==> config.mk <==
export PLATFORM = sky130hd
export DESIGN_NAME = pio_alloc_top
export DESIGN_NICKNAME = d
export VERILOG_FILES = /design/src/common/pio_pkg.sv /design/src/core/pio_alloc_top.sv /design/src/core/pio_in_alloc.sv
export VERILOG_INCLUDE_DIRS = /design/src /design/src/common
export SDC_FILE = /design/constraint.sdc
export NUM_CORES = 1
export LEC_CHECK = 0
export BUFFER_PORTS_ARGS = -buffer_cell sky130_fd_sc_hd__buf_2
export CAP_MARGIN = 0
export CORE_AREA = 2 2 145 147
export DETAILED_ROUTE_END_ITERATION = 7
export DIE_AREA = 0 0 147 149
export PLACE_DENSITY = 0.91
export REMOVE_ABC_BUFFERS = 1
export SLEW_MARGIN = 15
export SYNTH_ARGS = -nofsm -noshare
export SYNTH_HDL_FRONTEND = slang
export SYNTH_HIERARCHICAL = 1
export SYNTH_SLANG_ARGS = --single-unit
==> constraint.sdc <==
create_clock -name aclk -period 3.9 [get_ports aclk]
set_input_delay 0.39 -clock aclk [delete_from_list [all_inputs] [get_ports aclk]]
set_output_delay 0.39 -clock aclk [all_outputs]
set_load 0.005 [all_outputs]
==> src/common/pio_consts.svh <==
// register offsets, field positions and reset values of the pulse io terminal allocator
`ifndef PIO_CONSTS_SVH
`define PIO_CONSTS_SVH

// printed word indices of the image registers; byte address is four times the index
`define PIO_IDX_M0_IN       12'hB90
`define PIO_IDX_M0_OUT      12'hB91
`define PIO_IDX_M1_IN       12'hB92
`define PIO_IDX_M1_OUT      12'hB93
`define PIO_ADDR_M0_IN      ({`PIO_IDX_M0_IN, 2'h0})
`define PIO_ADDR_M0_OUT     ({`PIO_IDX_M0_OUT, 2'h0})
`define PIO_ADDR_M1_IN      ({`PIO_IDX_M1_IN, 2'h0})
`define PIO_ADDR_M1_OUT     ({`PIO_IDX_M1_OUT, 2'h0})

// configuration, command and status words
`define PIO_ADDR_CFG_IN0    14'h0000
`define PIO_ADDR_CFG_IN1    14'h0004
`define PIO_ADDR_ORG_MODE   14'h0008
`define PIO_ADDR_CMD        14'h000C
`define PIO_ADDR_STATUS     14'h0010
`define PIO_ADDR_OFN0       14'h0014
`define PIO_ADDR_OFN1       14'h0018

// field layout
`define PIO_ADDR_W          14
`define PIO_IN_TERMS        10
`define PIO_OUT_TERMS       6
`define PIO_FN_W            3
`define PIO_CFG_W           30
`define PIO_CMD_W           7
`define PIO_ST_REFUSED      20
`define PIO_ORG_MODE1       2'h1
`define PIO_ORG_MODE2       2'h2

// reset values
`define PIO_RST_CFG         30'h00000000
`define PIO_RST_ORG         8'h00
`define PIO_RST_IMG         6'h00
`define PIO_RST_CMD         7'h00

// bus answers
`define PIO_RESP_OKAY       2'h0
`define PIO_RESP_SLVERR     2'h2

`endif

==> src/common/pio_pkg.sv <==
// types shared by the pulse io terminal allocator
`default_nettype none
package pio_pkg;

  // function claimed by one input terminal
  typedef enum logic [2:0] {IN_NORMAL, IN_INTR, IN_QUICK, IN_HSC, IN_ORIGIN} pio_in_fn_t;

  // function bound to one output terminal
  typedef enum logic [2:0] {OF_NORMAL, OF_CW, OF_CCW, OF_PULSE, OF_DIR, OF_ECR, OF_PWM}
    pio_out_fn_t;

  // kind of instruction that binds output terminals
  typedef enum logic [1:0] {CK_OUT, CK_PULSE, CK_PWM} pio_cmd_kind_t;

  // instruction word; tgt is an output bit, a pulse output or a pwm channel
  typedef struct packed {
    logic          meth;
    pio_cmd_kind_t kind;
    logic [3:0]    tgt;
  } pio_cmd_t;

  // routed input functions of one module; index 1 is the odd counter or pulse output
  typedef struct packed {
    logic [9:0] normal;
    logic [3:0] intr;
    logic [3:0] quick;
    logic [1:0] cnt_a;
    logic [1:0] cnt_b;
    logic [1:0] cnt_z;
    logic [1:0] org;
    logic [1:0] prox;
    logic [1:0] done;
    logic [9:0] bad;
  } pio_in_route_t;

endpackage
`default_nettype wire

==> src/core/pio_alloc_top.sv <==
// pulse io terminal allocator: input routing, output binding and register slave
// Contract
// - input bits 00 to 09 route to normal, interrupt, quick, counter or origin
// - a claimed terminal is unavailable to all its other functions
// - output terminal function binds only when an instruction executes on it
// - origin mode 1 or 2 refuses pwm on error counter reset terminals
// - instruction operand picks cw/ccw or pulse plus direction signalling
//
// Chosen here: the AXI4-Lite interface to the registers.
`timescale 1ns/100ps
`default_nettype none
`include "pio_consts.svh"

module pio_alloc_top (
  // clock and reset
  input  wire logic                      aclk,
  input  wire logic                      aresetn,
  // axi4-lite write channels
  input  wire logic [`PIO_ADDR_W-1:0]    s_axi_awaddr,
  input  wire logic                      s_axi_awvalid,
  output logic                           s_axi_awready,
  input  wire logic [31:0]               s_axi_wdata,
  input  wire logic [3:0]                s_axi_wstrb,
  input  wire logic                      s_axi_wvalid,
  output logic                           s_axi_wready,
  output logic [1:0]                     s_axi_bresp,
  output logic                           s_axi_bvalid,
  input  wire logic                      s_axi_bready,
  // axi4-lite read channels
  input  wire logic [`PIO_ADDR_W-1:0]    s_axi_araddr,
  input  wire logic                      s_axi_arvalid,
  output logic                           s_axi_arready,
  output logic [31:0]                    s_axi_rdata,
  output logic [1:0]                     s_axi_rresp,
  output logic                           s_axi_rvalid,
  input  wire logic                      s_axi_rready,
  // field input terminals
  input  wire logic [`PIO_IN_TERMS-1:0]  in_term_m0,
  input  wire logic [`PIO_IN_TERMS-1:0]  in_term_m1,
  // routed input functions, one port per module
  output var pio_pkg::pio_in_route_t     route_m0,
  output var pio_pkg::pio_in_route_t     route_m1,
  // pulse engine sources, one per pulse output or pwm channel
  input  wire logic [3:0]                pulse_src,
  input  wire logic [3:0]                dir_src,
  input  wire logic [3:0]                ecr_src,
  input  wire logic [3:0]                pwm_src,
  // field output terminals, module 1 in bits 11:6
  output logic [2*`PIO_OUT_TERMS-1:0]    out_term
);

  localparam int NOUT = 2 * `PIO_OUT_TERMS;

  // register state
  logic [`PIO_CFG_W-1:0]     cfg_in_q [2];
  logic [`PIO_CFG_W-1:0]     cfg_in_d [2];
  logic [7:0]                org_mode_q, org_mode_d;
  logic [`PIO_OUT_TERMS-1:0] out_img_q [2];
  logic [`PIO_OUT_TERMS-1:0] out_img_d [2];
  logic [`PIO_CMD_W-1:0]     cmd_q, cmd_d;
  logic                      refused_q, refused_d;
  // bus state
  logic                      bvalid_q, bvalid_d;
  logic [1:0]                bresp_q, bresp_d;
  logic                      rvalid_q, rvalid_d;
  logic [1:0]                rresp_q, rresp_d;
  logic [31:0]               rdata_q, rdata_d;
  // output binding state
  pio_pkg::pio_out_fn_t [NOUT-1:0] out_fn_q, out_fn_d;
  logic [NOUT-1:0]           pin_d;
  logic [NOUT-1:0]           pin_q;

  logic                      wr_go, rd_go, cmd_we, st_clr, refuse_set;
  pio_pkg::pio_cmd_t         cmd;
  logic [1:0]                pidx;
  logic [3:0]                base;
  logic [2*`PIO_FN_W*`PIO_OUT_TERMS-1:0] ofn_flat;
  logic [31:0]               cfg_mrg [2];

  // merge a bus write into a register under byte strobes
  function automatic logic [31:0] wmerge(input logic [31:0] old, input logic [31:0] wd,
                                         input logic [3:0] st);
    for (int b = 0; b < 4; b++) begin
      wmerge[b*8 +: 8] = st[b] ? wd[b*8 +: 8] : old[b*8 +: 8];
    end
  endfunction

  // origin modes 1 and 2 reserve the error counter reset terminal
  function automatic logic ecr_mode(input logic [1:0] m);
    ecr_mode = (m == `PIO_ORG_MODE1) || (m == `PIO_ORG_MODE2);
  endfunction

  // handshakes: one write and one read outstanding, address and data taken together
  assign wr_go         = s_axi_awvalid & s_axi_wvalid & ~bvalid_q;
  assign rd_go         = s_axi_arvalid & ~rvalid_q;
  assign s_axi_awready = wr_go;
  assign s_axi_wready  = wr_go;
  assign s_axi_arready = ~rvalid_q;
  assign s_axi_bvalid  = bvalid_q;
  assign s_axi_bresp   = bresp_q;
  assign s_axi_rvalid  = rvalid_q;
  assign s_axi_rresp   = rresp_q;
  assign s_axi_rdata   = rdata_q;
  assign out_term      = pin_q;

  assign cmd_we = wr_go && (s_axi_awaddr == `PIO_ADDR_CMD) && s_axi_wstrb[0];
  assign st_clr = wr_go && (s_axi_awaddr == `PIO_ADDR_STATUS) && s_axi_wstrb[2]
                  && s_axi_wdata[`PIO_ST_REFUSED];
  assign cmd    = pio_pkg::pio_cmd_t'(s_axi_wdata[`PIO_CMD_W-1:0]);
  assign pidx   = cmd.tgt[1:0];
  assign base   = pidx[1] ? 4'h6 : 4'h0;

  // strobe-merged config words; only the low 30 bits are kept
  assign cfg_mrg[0] = wmerge({2'h0, cfg_in_q[0]}, s_axi_wdata, s_axi_wstrb);
  assign cfg_mrg[1] = wmerge({2'h0, cfg_in_q[1]}, s_axi_wdata, s_axi_wstrb);

  pio_in_alloc u_in_m0 (
    .aclk    (aclk),
    .aresetn (aresetn),
    .pins    (in_term_m0),
    .cfg     (cfg_in_q[0]),
    .route_q (route_m0)
  );

  pio_in_alloc u_in_m1 (
    .aclk    (aclk),
    .aresetn (aresetn),
    .pins    (in_term_m1),
    .cfg     (cfg_in_q[1]),
    .route_q (route_m1)
  );

  // software registers; a hardware refusal wins over a same-cycle clear
  always_comb begin
    cfg_in_d   = cfg_in_q;
    org_mode_d = org_mode_q;
    out_img_d  = out_img_q;
    cmd_d      = cmd_q;
    if (wr_go) begin
      case (s_axi_awaddr)
        `PIO_ADDR_CFG_IN0: cfg_in_d[0] = cfg_mrg[0][`PIO_CFG_W-1:0];
        `PIO_ADDR_CFG_IN1: cfg_in_d[1] = cfg_mrg[1][`PIO_CFG_W-1:0];
        `PIO_ADDR_ORG_MODE: org_mode_d = s_axi_wstrb[0] ? s_axi_wdata[7:0] : org_mode_q;
        `PIO_ADDR_M0_OUT: out_img_d[0] = s_axi_wstrb[0] ? s_axi_wdata[5:0] : out_img_q[0];
        `PIO_ADDR_M1_OUT: out_img_d[1] = s_axi_wstrb[0] ? s_axi_wdata[5:0] : out_img_q[1];
        `PIO_ADDR_CMD: cmd_d = s_axi_wstrb[0] ? s_axi_wdata[`PIO_CMD_W-1:0] : cmd_q;
        default: cmd_d = cmd_q;
      endcase
    end
    refused_d = refuse_set | (refused_q & ~st_clr);
  end

  always_ff @(posedge aclk) begin
    if (!aresetn) begin
      cfg_in_q[0]  <= `PIO_RST_CFG;
      cfg_in_q[1]  <= `PIO_RST_CFG;
      org_mode_q   <= `PIO_RST_ORG;
      out_img_q[0] <= `PIO_RST_IMG;
      out_img_q[1] <= `PIO_RST_IMG;
      cmd_q        <= `PIO_RST_CMD;
      refused_q    <= 1'b0;
    end else begin
      cfg_in_q   <= cfg_in_d;
      org_mode_q <= org_mode_d;
      out_img_q  <= out_img_d;
      cmd_q      <= cmd_d;
      refused_q  <= refused_d;
    end
  end

  // output binding changes only on an executed instruction
  always_comb begin
    out_fn_d   = out_fn_q;
    refuse_set = 1'b0;
    if (cmd_we) begin
      case (cmd.kind)
        pio_pkg::CK_OUT: begin
          if (cmd.tgt < 4'hC) begin
            out_fn_d[cmd.tgt] = pio_pkg::OF_NORMAL;
          end
        end
        pio_pkg::CK_PULSE: begin
          if (!cmd.meth) begin
            out_fn_d[base + {2'h0, pidx[0], 1'b0}] = pio_pkg::OF_CW;
            out_fn_d[base + {2'h0, pidx[0], 1'b1}] = pio_pkg::OF_CCW;
          end else begin
            out_fn_d[base + {3'h0, pidx[0]}] = pio_pkg::OF_PULSE;
            out_fn_d[base + {3'h0, pidx[0]} + 4'h2] = pio_pkg::OF_DIR;
          end
          if (ecr_mode(org_mode_q[pidx*2 +: 2])) begin
            out_fn_d[base + {3'h0, pidx[0]} + 4'h4] = pio_pkg::OF_ECR;
          end
        end
        pio_pkg::CK_PWM: begin
          if (ecr_mode(org_mode_q[pidx*2 +: 2])) begin
            refuse_set = 1'b1;
          end else begin
            out_fn_d[base + {3'h0, pidx[0]} + 4'h4] = pio_pkg::OF_PWM;
          end
        end
        default: out_fn_d = out_fn_q;
      endcase
    end
  end

  always_ff @(posedge aclk) begin
    if (!aresetn) begin
      out_fn_q <= '{default: pio_pkg::OF_NORMAL};
    end else begin
      out_fn_q <= out_fn_d;
    end
  end

  // per-terminal output mux; pulse index follows the fixed terminal layout
  genvar i;
  generate
    for (i = 0; i < NOUT; i++) begin : g_out
      localparam int M   = i / `PIO_OUT_TERMS;
      localparam int L   = i % `PIO_OUT_TERMS;
      localparam int PCW = 2 * M + ((L / 2) % 2);
      localparam int PPD = 2 * M + (L % 2);
      // function mux for every terminal of both modules
      always_comb begin
        case (out_fn_q[i])
          pio_pkg::OF_NORMAL: pin_d[i] = out_img_q[M][L];
          pio_pkg::OF_CW:     pin_d[i] = pulse_src[PCW] & ~dir_src[PCW];
          pio_pkg::OF_CCW:    pin_d[i] = pulse_src[PCW] & dir_src[PCW];
          pio_pkg::OF_PULSE:  pin_d[i] = pulse_src[PPD];
          pio_pkg::OF_DIR:    pin_d[i] = dir_src[PPD];
          pio_pkg::OF_ECR:    pin_d[i] = ecr_src[PPD];
          pio_pkg::OF_PWM:    pin_d[i] = pwm_src[PPD];
          default:            pin_d[i] = 1'b0;
        endcase
      end
    end
  endgenerate

  always_ff @(posedge aclk) begin
    if (!aresetn) begin
      pin_q <= '0;
    end else begin
      pin_q <= pin_d;
    end
  end

  assign ofn_flat = out_fn_q;

  // bus answers: write response and read data one cycle after acceptance
  always_comb begin
    bvalid_d = bvalid_q & ~s_axi_bready;
    bresp_d  = bresp_q;
    rvalid_d = rvalid_q & ~s_axi_rready;
    rresp_d  = rresp_q;
    rdata_d  = rdata_q;
    if (wr_go) begin
      bvalid_d = 1'b1;
      case (s_axi_awaddr)
        `PIO_ADDR_CFG_IN0, `PIO_ADDR_CFG_IN1, `PIO_ADDR_ORG_MODE, `PIO_ADDR_CMD,
        `PIO_ADDR_STATUS, `PIO_ADDR_M0_OUT, `PIO_ADDR_M1_OUT: bresp_d = `PIO_RESP_OKAY;
        default: bresp_d = `PIO_RESP_SLVERR;
      endcase
    end
    if (rd_go) begin
      rvalid_d = 1'b1;
      rresp_d  = `PIO_RESP_OKAY;
      case (s_axi_araddr)
        `PIO_ADDR_M0_IN:    rdata_d = {22'h000000, route_m0.normal};
        `PIO_ADDR_M1_IN:    rdata_d = {22'h000000, route_m1.normal};
        `PIO_ADDR_M0_OUT:   rdata_d = {26'h0000000, out_img_q[0]};
        `PIO_ADDR_M1_OUT:   rdata_d = {26'h0000000, out_img_q[1]};
        `PIO_ADDR_CFG_IN0:  rdata_d = {2'h0, cfg_in_q[0]};
        `PIO_ADDR_CFG_IN1:  rdata_d = {2'h0, cfg_in_q[1]};
        `PIO_ADDR_ORG_MODE: rdata_d = {24'h000000, org_mode_q};
        `PIO_ADDR_CMD:      rdata_d = {25'h0000000, cmd_q};
        `PIO_ADDR_STATUS:   rdata_d = {11'h000, refused_q, route_m1.bad, route_m0.bad};
        `PIO_ADDR_OFN0:     rdata_d = {14'h0000, ofn_flat[17:0]};
        `PIO_ADDR_OFN1:     rdata_d = {14'h0000, ofn_flat[35:18]};
        default: begin
          rdata_d = 32'h00000000;
          rresp_d = `PIO_RESP_SLVERR;
        end
      endcase
    end
  end

  always_ff @(posedge aclk) begin
    if (!aresetn) begin
      bvalid_q <= 1'b0;
      bresp_q  <= `PIO_RESP_OKAY;
      rvalid_q <= 1'b0;
      rresp_q  <= `PIO_RESP_OKAY;
      rdata_q  <= 32'h00000000;
    end else begin
      bvalid_q <= bvalid_d;
      bresp_q  <= bresp_d;
      rvalid_q <= rvalid_d;
      rresp_q  <= rresp_d;
      rdata_q  <= rdata_d;
    end
  end
endmodule
`default_nettype wire

==> src/core/pio_in_alloc.sv <==
// input terminal function router for one pulse io module
`timescale 1ns/100ps
`default_nettype none
`include "pio_consts.svh"

module pio_in_alloc (
  // clock and reset
  input  wire logic                      aclk,
  input  wire logic                      aresetn,
  // terminals and per-terminal function codes
  input  wire logic [`PIO_IN_TERMS-1:0]  pins,
  input  wire logic [`PIO_CFG_W-1:0]     cfg,
  // routed functions
  output var pio_pkg::pio_in_route_t     route_q
);

  pio_pkg::pio_in_route_t route_d;
  logic [4:0]             claim_w [`PIO_IN_TERMS];
  logic [`PIO_IN_TERMS-1:0] normal_w;
  logic [`PIO_IN_TERMS-1:0] bad_w;

  // which functions each terminal can carry at all
  function automatic logic fn_legal(input int t, input pio_pkg::pio_in_fn_t f);
    case (f)
      pio_pkg::IN_NORMAL: fn_legal = 1'b1;
      pio_pkg::IN_INTR,
      pio_pkg::IN_QUICK:  fn_legal = (t < 4);
      pio_pkg::IN_HSC:    fn_legal = (t == 2) || (t == 3) || (t >= 6);
      pio_pkg::IN_ORIGIN: fn_legal = (t < 6);
      default:            fn_legal = 1'b0;
    endcase
  endfunction

  // one code per terminal, so a terminal never feeds two functions at once
  genvar t;
  generate
    for (t = 0; t < `PIO_IN_TERMS; t++) begin : g_term
      pio_pkg::pio_in_fn_t fn;
      logic                ok;
      assign fn = pio_pkg::pio_in_fn_t'(cfg[t*`PIO_FN_W +: `PIO_FN_W]);
      assign ok = fn_legal(t, fn);
      assign normal_w[t]   = pins[t] & (~ok | (fn == pio_pkg::IN_NORMAL));
      assign bad_w[t]      = ~ok;
      assign claim_w[t][0] = normal_w[t];
      assign claim_w[t][1] = pins[t] & ok & (fn == pio_pkg::IN_INTR);
      assign claim_w[t][2] = pins[t] & ok & (fn == pio_pkg::IN_QUICK);
      assign claim_w[t][3] = pins[t] & ok & (fn == pio_pkg::IN_HSC);
      assign claim_w[t][4] = pins[t] & ok & (fn == pio_pkg::IN_ORIGIN);
    end
  endgenerate

  always_comb begin
    route_d        = '0;
    route_d.normal = normal_w;
    route_d.bad    = bad_w;
    for (int i = 0; i < 4; i++) begin
      route_d.intr[i]  = claim_w[i][1];
      route_d.quick[i] = claim_w[i][2];
    end
    route_d.cnt_z = {claim_w[2][3], claim_w[3][3]};
    route_d.cnt_a = {claim_w[6][3], claim_w[8][3]};
    route_d.cnt_b = {claim_w[7][3], claim_w[9][3]};
    route_d.org   = {claim_w[2][4], claim_w[0][4]};
    route_d.prox  = {claim_w[3][4], claim_w[1][4]};
    route_d.done  = {claim_w[5][4], claim_w[4][4]};
  end

  // routed outputs are registered so every consumer sees one scan-aligned copy
  always_ff @(posedge aclk) begin
    if (!aresetn) begin
      route_q <= '0;
    end else begin
      route_q <= route_d;
    end
  end

endmodule
`default_nettype wire

==> results_dict.tcl, run 1 <==
set metrics [dict create \
    clock.fmax_ghz 0.358 \
    coreArea_um2 20600 \
    synth_area_um2 12100 \
    finalSetupTns_ns 0 \
    path_clk_slew_ns 0.06 \
    syn2layout_area_growth_pct 18.0 \
    worstPathArrival_ns 3.24 \
    finalWorstSetupSlack_ns 1.11 \
    cts_buffers 26 \
    die_w_um 147 \
    worst_pin_slew_ns 0.878 \
    avgSynthCellArea_um2 8.37 \
    synth-edff-count 0 \
    layout.nets 1761 \
    synthArstFlopShare_pct 0 \
    diodes 0 \
    p_total_mw 5.41 \
    r2r_cells 6 \
    dpl_cell_area_um2 13400 \
    synth-simple-area-share_pct 21.9 \
    cts_tree "built" \
    drc 0 \
    drtPass1Iterations 6 \
    yosysUniqueCellTypes 78 \
    portBuffers 233 \
    totalWireLength_um 43500 \
    fin_crit_sh_pct 71.5 \
    hp-start "s_axi_rready" \
    ys_seq_area_share_pct 41.5 \
    grt_pass1_wl_um 66200 \
    maxCapViolations 0 \
    max-vdd-ir-drop_mv 0.330 \
    grt_pass1_vias 12000 \
    postRouteAntennaNets 0 \
    slew_headroom_pct 41.0 \
    fin_area_um2 14200 \
    cts_max_path_buffers 3 \
    slew_viol_final 0 \
    drive_above_1_share_pct 21.1 \
    critPathKind "flip-flop to flip-flop" \
    root_buffer "clkbuf_16" \
    wl_per_cell_um 22.5 \
    die_h_um 149 \
    critPathRequiredTime_ns 4.35 \
    cts_sinks 250 \
    netlist_top_cells_count "dfxtp_1 (250), nand2_1 (213), a21oi_1 (126)" \
    post-synth-top-count-cell "dfxtp_1" \
    start_kind "flip-flop" \
    synth_top_family_by_area "compound AO/OA/AOI/OAI gates" \
    io_pins 240 \
    worst_setup_path_end_kind "flip-flop" \
    r2r_start "org_mode_q[7]" \
    ff2ff_setup_slack_ns 1.11 \
    yosysWarningCount 6 \
    syn_inst 1443 \
    viasPerCell 6.60 \
    powerDensity_nw_per_um2 380 \
    routabilityCongestion 1.02 \
    grt_usage_pct 38.2 \
    cp_max_fo 16 \
    fin_crit_ns 2.79 \
    synth_compound_area_share_pct 23.9 \
    dpl_worst_slack_ns 0.923 \
    routed-via-count 12800 \
    antenna_found_initial 1 \
    dp_hpwl_um 30900 \
    cts_setup_buffers 0 \
    synth_fa_ha_area_share_pct 1.14 \
    run_status "complete, no violations" \
    ctsResizeCount 0 \
    hold_end "s_axi_rvalid" \
    setup_viol 0 \
    finalHoldViolations 0 \
    hold_depth 2 \
    die_area_um2 21900 \
    clk_latency_ns 0.54 \
    htreeDepth 1 \
    synthFlopType "dfxtp_1" \
    rows 53 \
    synth_top_area_share_pct 41.5 \
    drt_iter0_drc 1601 \
    worstHoldPathType "input port to flip-flop" \
    ys_ff_latch 250 \
    grt_remaining_overflow 0 \
    cp-startpoint "org_mode_q[7]" \
    grt_max_degree 63 \
    reg2reg_to "ofn_flat[28]" \
    synthTopCellsByArea "dfxtp_1 (41%), nand2_1 (6.6%), a21oi_1 (5.2%), o21ai_0 (5.1%), mux2i_1 (4.0%)" \
    initial_utilization_pct 58.7 \
    synth-xor-area-share_pct 1.16 \
    synth_top_area_cell "dfxtp_1" \
    skew_ns 0.00932 \
    hold_buffers 0 \
    muxShareOfSynthArea_pct 6.22 \
    power.leakage_nw 5.54 \
    rsz0062_at_grt "false" \
]
registers in the layout, indices dropped and copies added, names as in the netlist:
register and count:
out_term 12, u_in_m1/route_q 40, cmd_q 7, ofn_flat 36, s_axi_rresp 1, s_axi_bresp 1, s_axi_bvalid 1, s_axi_rdata 30
org_mode_q 8, out_img_q 12, refused_q 1, u_in_m0/route_q 40, cfg_in_q 60, s_axi_rvalid 1
cells in the final DEF (no fill, tap or decap), types with 11 or more instances in the layout:
master | netlist | layout
dfxtp_1 | 250 | 250
buf_2 | 11 | 233
nand2_1 | 213 | 213
a21oi_1 | 126 | 126
o21ai_0 | 122 | 122
nor2_1 | 93 | 93
mux2i_1 | 48 | 48
a22oi_1 | 39 | 39
nand3_1 | 36 | 36
nor3_1 | 35 | 35
inv_1 | 29 | 29
buf_4 | 8 | 29
clkbuf_16 | 0 | 27
a22o_1 | 25 | 25
a31oi_1 | 25 | 25
nor2b_1 | 20 | 20
and2_1 | 19 | 19
o211ai_1 | 14 | 14
nand3b_1 | 13 | 13
or3_1 | 12 | 12
a21boi_0 | 12 | 12
a211oi_1 | 11 | 11
ha_1 | 11 | 11
where the power goes:
| part | switching [mW] | internal [mW] | leakage, nW |
|---|---|---|---|
| Sequential | 0.0138 | 2.57 | 2.02 |
| Clock | 1.02 | 1.41 | 0.401 |
| Combinational | 0.263 | 0.124 | 3.12 |
| Total | 1.30 | 4.11 | 5.54 |
area by class of cell:
cell class | instances | area [um^2]
multi-input combinational | 1072 | 6570
clock inverter | 6 | 60.1
fill | 1619 | 6310
tap | 275 | 344
clock buffer | 37 | 763
sequential | 250 | 5000
inverter | 31 | 118
timing repair buffer | 262 | 1380
per-layer routing:
layer / share of wire [%] / vias to the layer above / track usage [%]
met4: 6.1 / 0 / 21.5
met2: 45 / 908 / 62.1
met1: 36 / 6030 / 47.2
met5: 0 / - / 0
met3: 12 / 197 / 8.53
li1: - / 5621 / -
cells by family (layout without fill, tap and decap cells):
group / after synthesis / count (layout)
xor gates and xnor gates: 16 / 16
AOI/OAI and AO/OA: 451 / 451
other: 1 / 4
and+or+nand+nor: 528 / 528
buffers and inverters: 124 / 336
muxes: 62 / 62
adders and majority gates: 11 / 11
DFF: 250 / 250
through the flow:
| step | hold slack (ns) | utilization (%) | cells |
|---|---|---|---|
| final | 0.0446 | 69.3 | 1933 |
| after CTS | 0.0365 | 69.3 | 1933 |
| after detailed placement | 0.440 | 65.3 | 1890 |
| after global placement | 0.432 | 65.3 | 1890 |
| after floorplan | 0.428 | - | 1353 |
| after global routing | 0.0612 | 69.3 | 1933 |
worst max-delay path by stage:
stage	to	slack [ns]	depth (start not counted)
final	ofn_flat[28]	1.11	6
after global routing	ofn_flat[28]	1.06	6
after CTS	ofn_flat[28]	1.14	6
after detailed placement	s_axi_rdata[1]	0.92	7
after global placement	s_axi_rdata[1]	0.98	7
after floorplan	s_axi_rdata[1]	1.15	6
critical path, cell delays in order (launching register included):
cell       delay [ns]
dfxtp_1          0.35
xor2_1           0.21
mux4_2           0.71
a2111oi_4        0.57
nand2_1          0.32
a221o_1          0.39
a21oi_1          0.15
(Power assumes the default switching activity.)
==> run 2, diff against run 1 <==
- ABC_AREA: default -> 1
- CORE_AREA: 2 2 145 147 -> 2 2 154 156
- DIE_AREA: 0 0 147 149 -> 0 0 156 158
- PLACE_DENSITY: 0.91 -> 0.86
- clock period: 3.9 -> 2.7 ns (I/O delays scaled with it)
==> run 2 against run 1 <==
Compared with the run above: total power up 53%; critical path depth up 4; critical endpoint is now ofn_flat[19]; utilization down 3.4 points; largest power group is now clock; largest cell class unchanged; combinational power up 81%; critical path type unchanged; highest routed layer unchanged.
==> results_dict.tcl, run 2 <==
set metrics [dict create \
    synth-simple-area-share_pct 30.1 \
    drive_above_1_share_pct 17.5 \
    comb_power_share_pct 8.5 \
    synth_top_area_cell "dfxtp_1" \
    start_kind "flip-flop" \
    initial_utilization_pct 55.2 \
    synthArstFlopShare_pct 0 \
    critPathKind "flip-flop to flip-flop" \
    finalHoldViolations 0 \
    cp_max_fo 30 \
    layout.nets 2207 \
    worst_setup_path_end_kind "flip-flop" \
    antenna_found_initial 1 \
    cts_setup_buffers 0 \
    p_int_mw 6.19 \
    fin_crit_ns 2.03 \
    grt_pass1_vias 13200 \
    powerDensity_nw_per_um2 545 \
    skew_ns 0.0145 \
    cpMaxStageDelayCell "dfxtp_1" \
    crit_buf_inv 2 \
    slowest_delay_ns 0.34 \
    synth_area_um2 12700 \
    totalWireLength_um 46100 \
    top_regs "cfg_in_q: 60 flops, u_in_m0/route_q: 40 flops, u_in_m1/route_q: 40 flops" \
    run_status "complete, no violations" \
    htreeDepth 1 \
    avgSynthCellArea_um2 6.84 \
    syn2layout_area_growth_pct 19.5 \
    clock.fmax_ghz 0.492 \
    die_area_um2 24600 \
    max-vdd-ir-drop_mv 0.520 \
    drt_iter0_drc 1563 \
    portBuffers 233 \
    cts_buffers 26 \
    synthFlopType "dfxtp_1" \
    io_pins 240 \
    cts_tree "built" \
    dp_hpwl_um 33000 \
    dpl_cell_area_um2 14100 \
    synth_top_family_by_area "simple AND/OR/NAND/NOR gates" \
    path_clk_slew_ns 0.06 \
    wl_per_cell_um 19.2 \
    grt_remaining_overflow 0 \
    maxCapViolations 0 \
    routed-via-count 14300 \
    drc 0 \
    yosysUniqueCellTypes 46 \
    p_seq_share_pct 45.0 \
    instances_no_fill 2400 \
    most-common-layout-cells "nand2_1 (380), dfxtp_1 (250), buf_2 (232)" \
    synth-xor-area-share_pct 0 \
    routabilityCongestion 0.989 \
    cts_max_path_buffers 3 \
    fin_area_um2 15200 \
    grt_pass1_wl_um 70600 \
    post-synth-top-count-cell "nand2_1" \
    largest-register "cfg_in_q" \
    largest_reg_flops 60 \
    worstHoldPathType "input port to flip-flop" \
    switching_share_pct 25.3 \
    power.switching_mw 2.09 \
    clk_latency_ns 0.56 \
    viasPerCell 5.95 \
    fin_crit_sh_pct 75.3 \
    placedCellCount 2331 \
    slew_viol_final 0 \
    critPathRequiredTime_ns 3.12 \
    finalSetupTns_ns 0 \
    crit_top_cell "nor2_4" \
    worstPathArrival_ns 2.45 \
    rows 56 \
    postRouteAntennaNets 0 \
    ys_seq_area_share_pct 39.3 \
    synth_top_area_share_pct 39.3 \
    root_buffer "clkbuf_16" \
    die_w_um 156 \
    synth-edff-count 0 \
    netlist_top_cells_count "nand2_1 (380), dfxtp_1 (250), inv_1 (215)" \
    die_h_um 158 \
    coreArea_um2 23100 \
    synth_compound_area_share_pct 19.1 \
    grt_usage_pct 36.4 \
    ff2ff_setup_slack_ns 0.67 \
    crit_family "simple AND/OR/NAND/NOR gates" \
    synth_fa_ha_area_share_pct 1.08 \
    cts_sinks 250 \
    worst_pin_slew_ns 0.705 \
    yosysWarningCount 6 \
    p_total_mw 8.28 \
    setup_viol 0 \
    rsz0062_at_grt "false" \
    drtPass1Iterations 6 \
    p_clk_share_pct 46.5 \
    slew_headroom_pct 52.8 \
    path_cells "nor2_4 -> inv_4 -> nor2_4 -> nand3_4 -> nor2_4 -> nand2_4 -> inv_4 -> o21ai_1 -> nand2_1 -> a21oi_1" \
    muxShareOfSynthArea_pct 0 \
    power.leakage_nw 6.63 \
    final_common_cell "nand2_1" \
    synthTopCellsByArea "dfxtp_1 (39%), nand2_1 (11%), nand3_1 (7.1%), a21oi_1 (7.0%), inv_1 (6.3%)" \
    syn_inst 1860 \
    ys_ff_latch 250 \
    grt_max_degree 54 \
]
[run 2: cell types whose count changed after synthesis, moves of 48 or more]
cell,delta
a21oi_1,+51
inv_1,+186
mux2i_1,-48
nand2_1,+167
nand3_1,+145
nor2_1,+82
[run 2: area by class of cell]
type                            instances  area [um^2]
Antenna cell                            1         2.50
Clock buffer                           36          758
Clock inverter                         12          155
Fill cell                            1934         7850
Inverter                              224          846
Multi-Input combinational cell       1300         6420
Sequential cell                       250         5000
Tap cell                              290          363
Timing Repair Buffer                  287         1650
[run 2: logic make-up (layout without fill, tap and decap cells)]
family | Yosys count | in the layout
AO/OA/AOI/OAI | 437 | 437
adder cells (fa/ha/maj) | 11 | 11
buffers and inverters | 313 | 559
flip-flops | 250 | 250
other | 1 | 5
AND/OR/NAND/NOR | 848 | 848
[run 2: metrics by stage]
step	utilization, %	hold WS (ns)	worst slack [ns]
final	65.9	0.00703	0.668
after global routing	65.9	0.00876	0.541
after CTS	65.9	0.000345	0.704
after floorplan	-	0.388	0.00958
after detailed placement	61.1	0.438	0.400
after global placement	61.1	0.432	0.416
[run 2: tightest hold or removal path, stage by stage]
cell      delay (ns)
buf_2           0.11
nor2_1          0.09
a211oi_1        0.05
[run 2: final timing paths]
| check | from | to | cells past startpoint |
|---|---|---|---|
| setup / recovery | s_axi_bvalid | ofn_flat[19] | 10 |
| hold / removal | s_axi_wdata[27] | cfg_in_q[27] | 3 |
| setup reg to reg | s_axi_bvalid | ofn_flat[19] | 10 |
| hold reg to reg | cmd_q[0] | cmd_q[0] | 2 |
[run 2: power by group through the flow]
stage | Sequential (mW) | Clock (mW) | Combinational, mW
floorplan | 3.80 | 0 | 0.311
global placement | 3.81 | 0 | 0.644
detailed placement | 3.81 | 0 | 0.653
CTS | 3.72 | 3.83 | 0.679
global route | 3.72 | 3.97 | 0.755
finish | 3.72 | 3.85 | 0.703
[run 2: per-layer routing]
metal / part of all wire [%] / global-route usage (%)
met1: 38 / 46.2
met2: 45 / 59.1
met3: 11 / 6.76
met4: 5.5 / 19.0
met5: 0 / 0
[run 2: what timing repair did]
action,CTS,global route
hold buffers,20,0
hold endpoints to repair,33,0
resized for setup,0,0
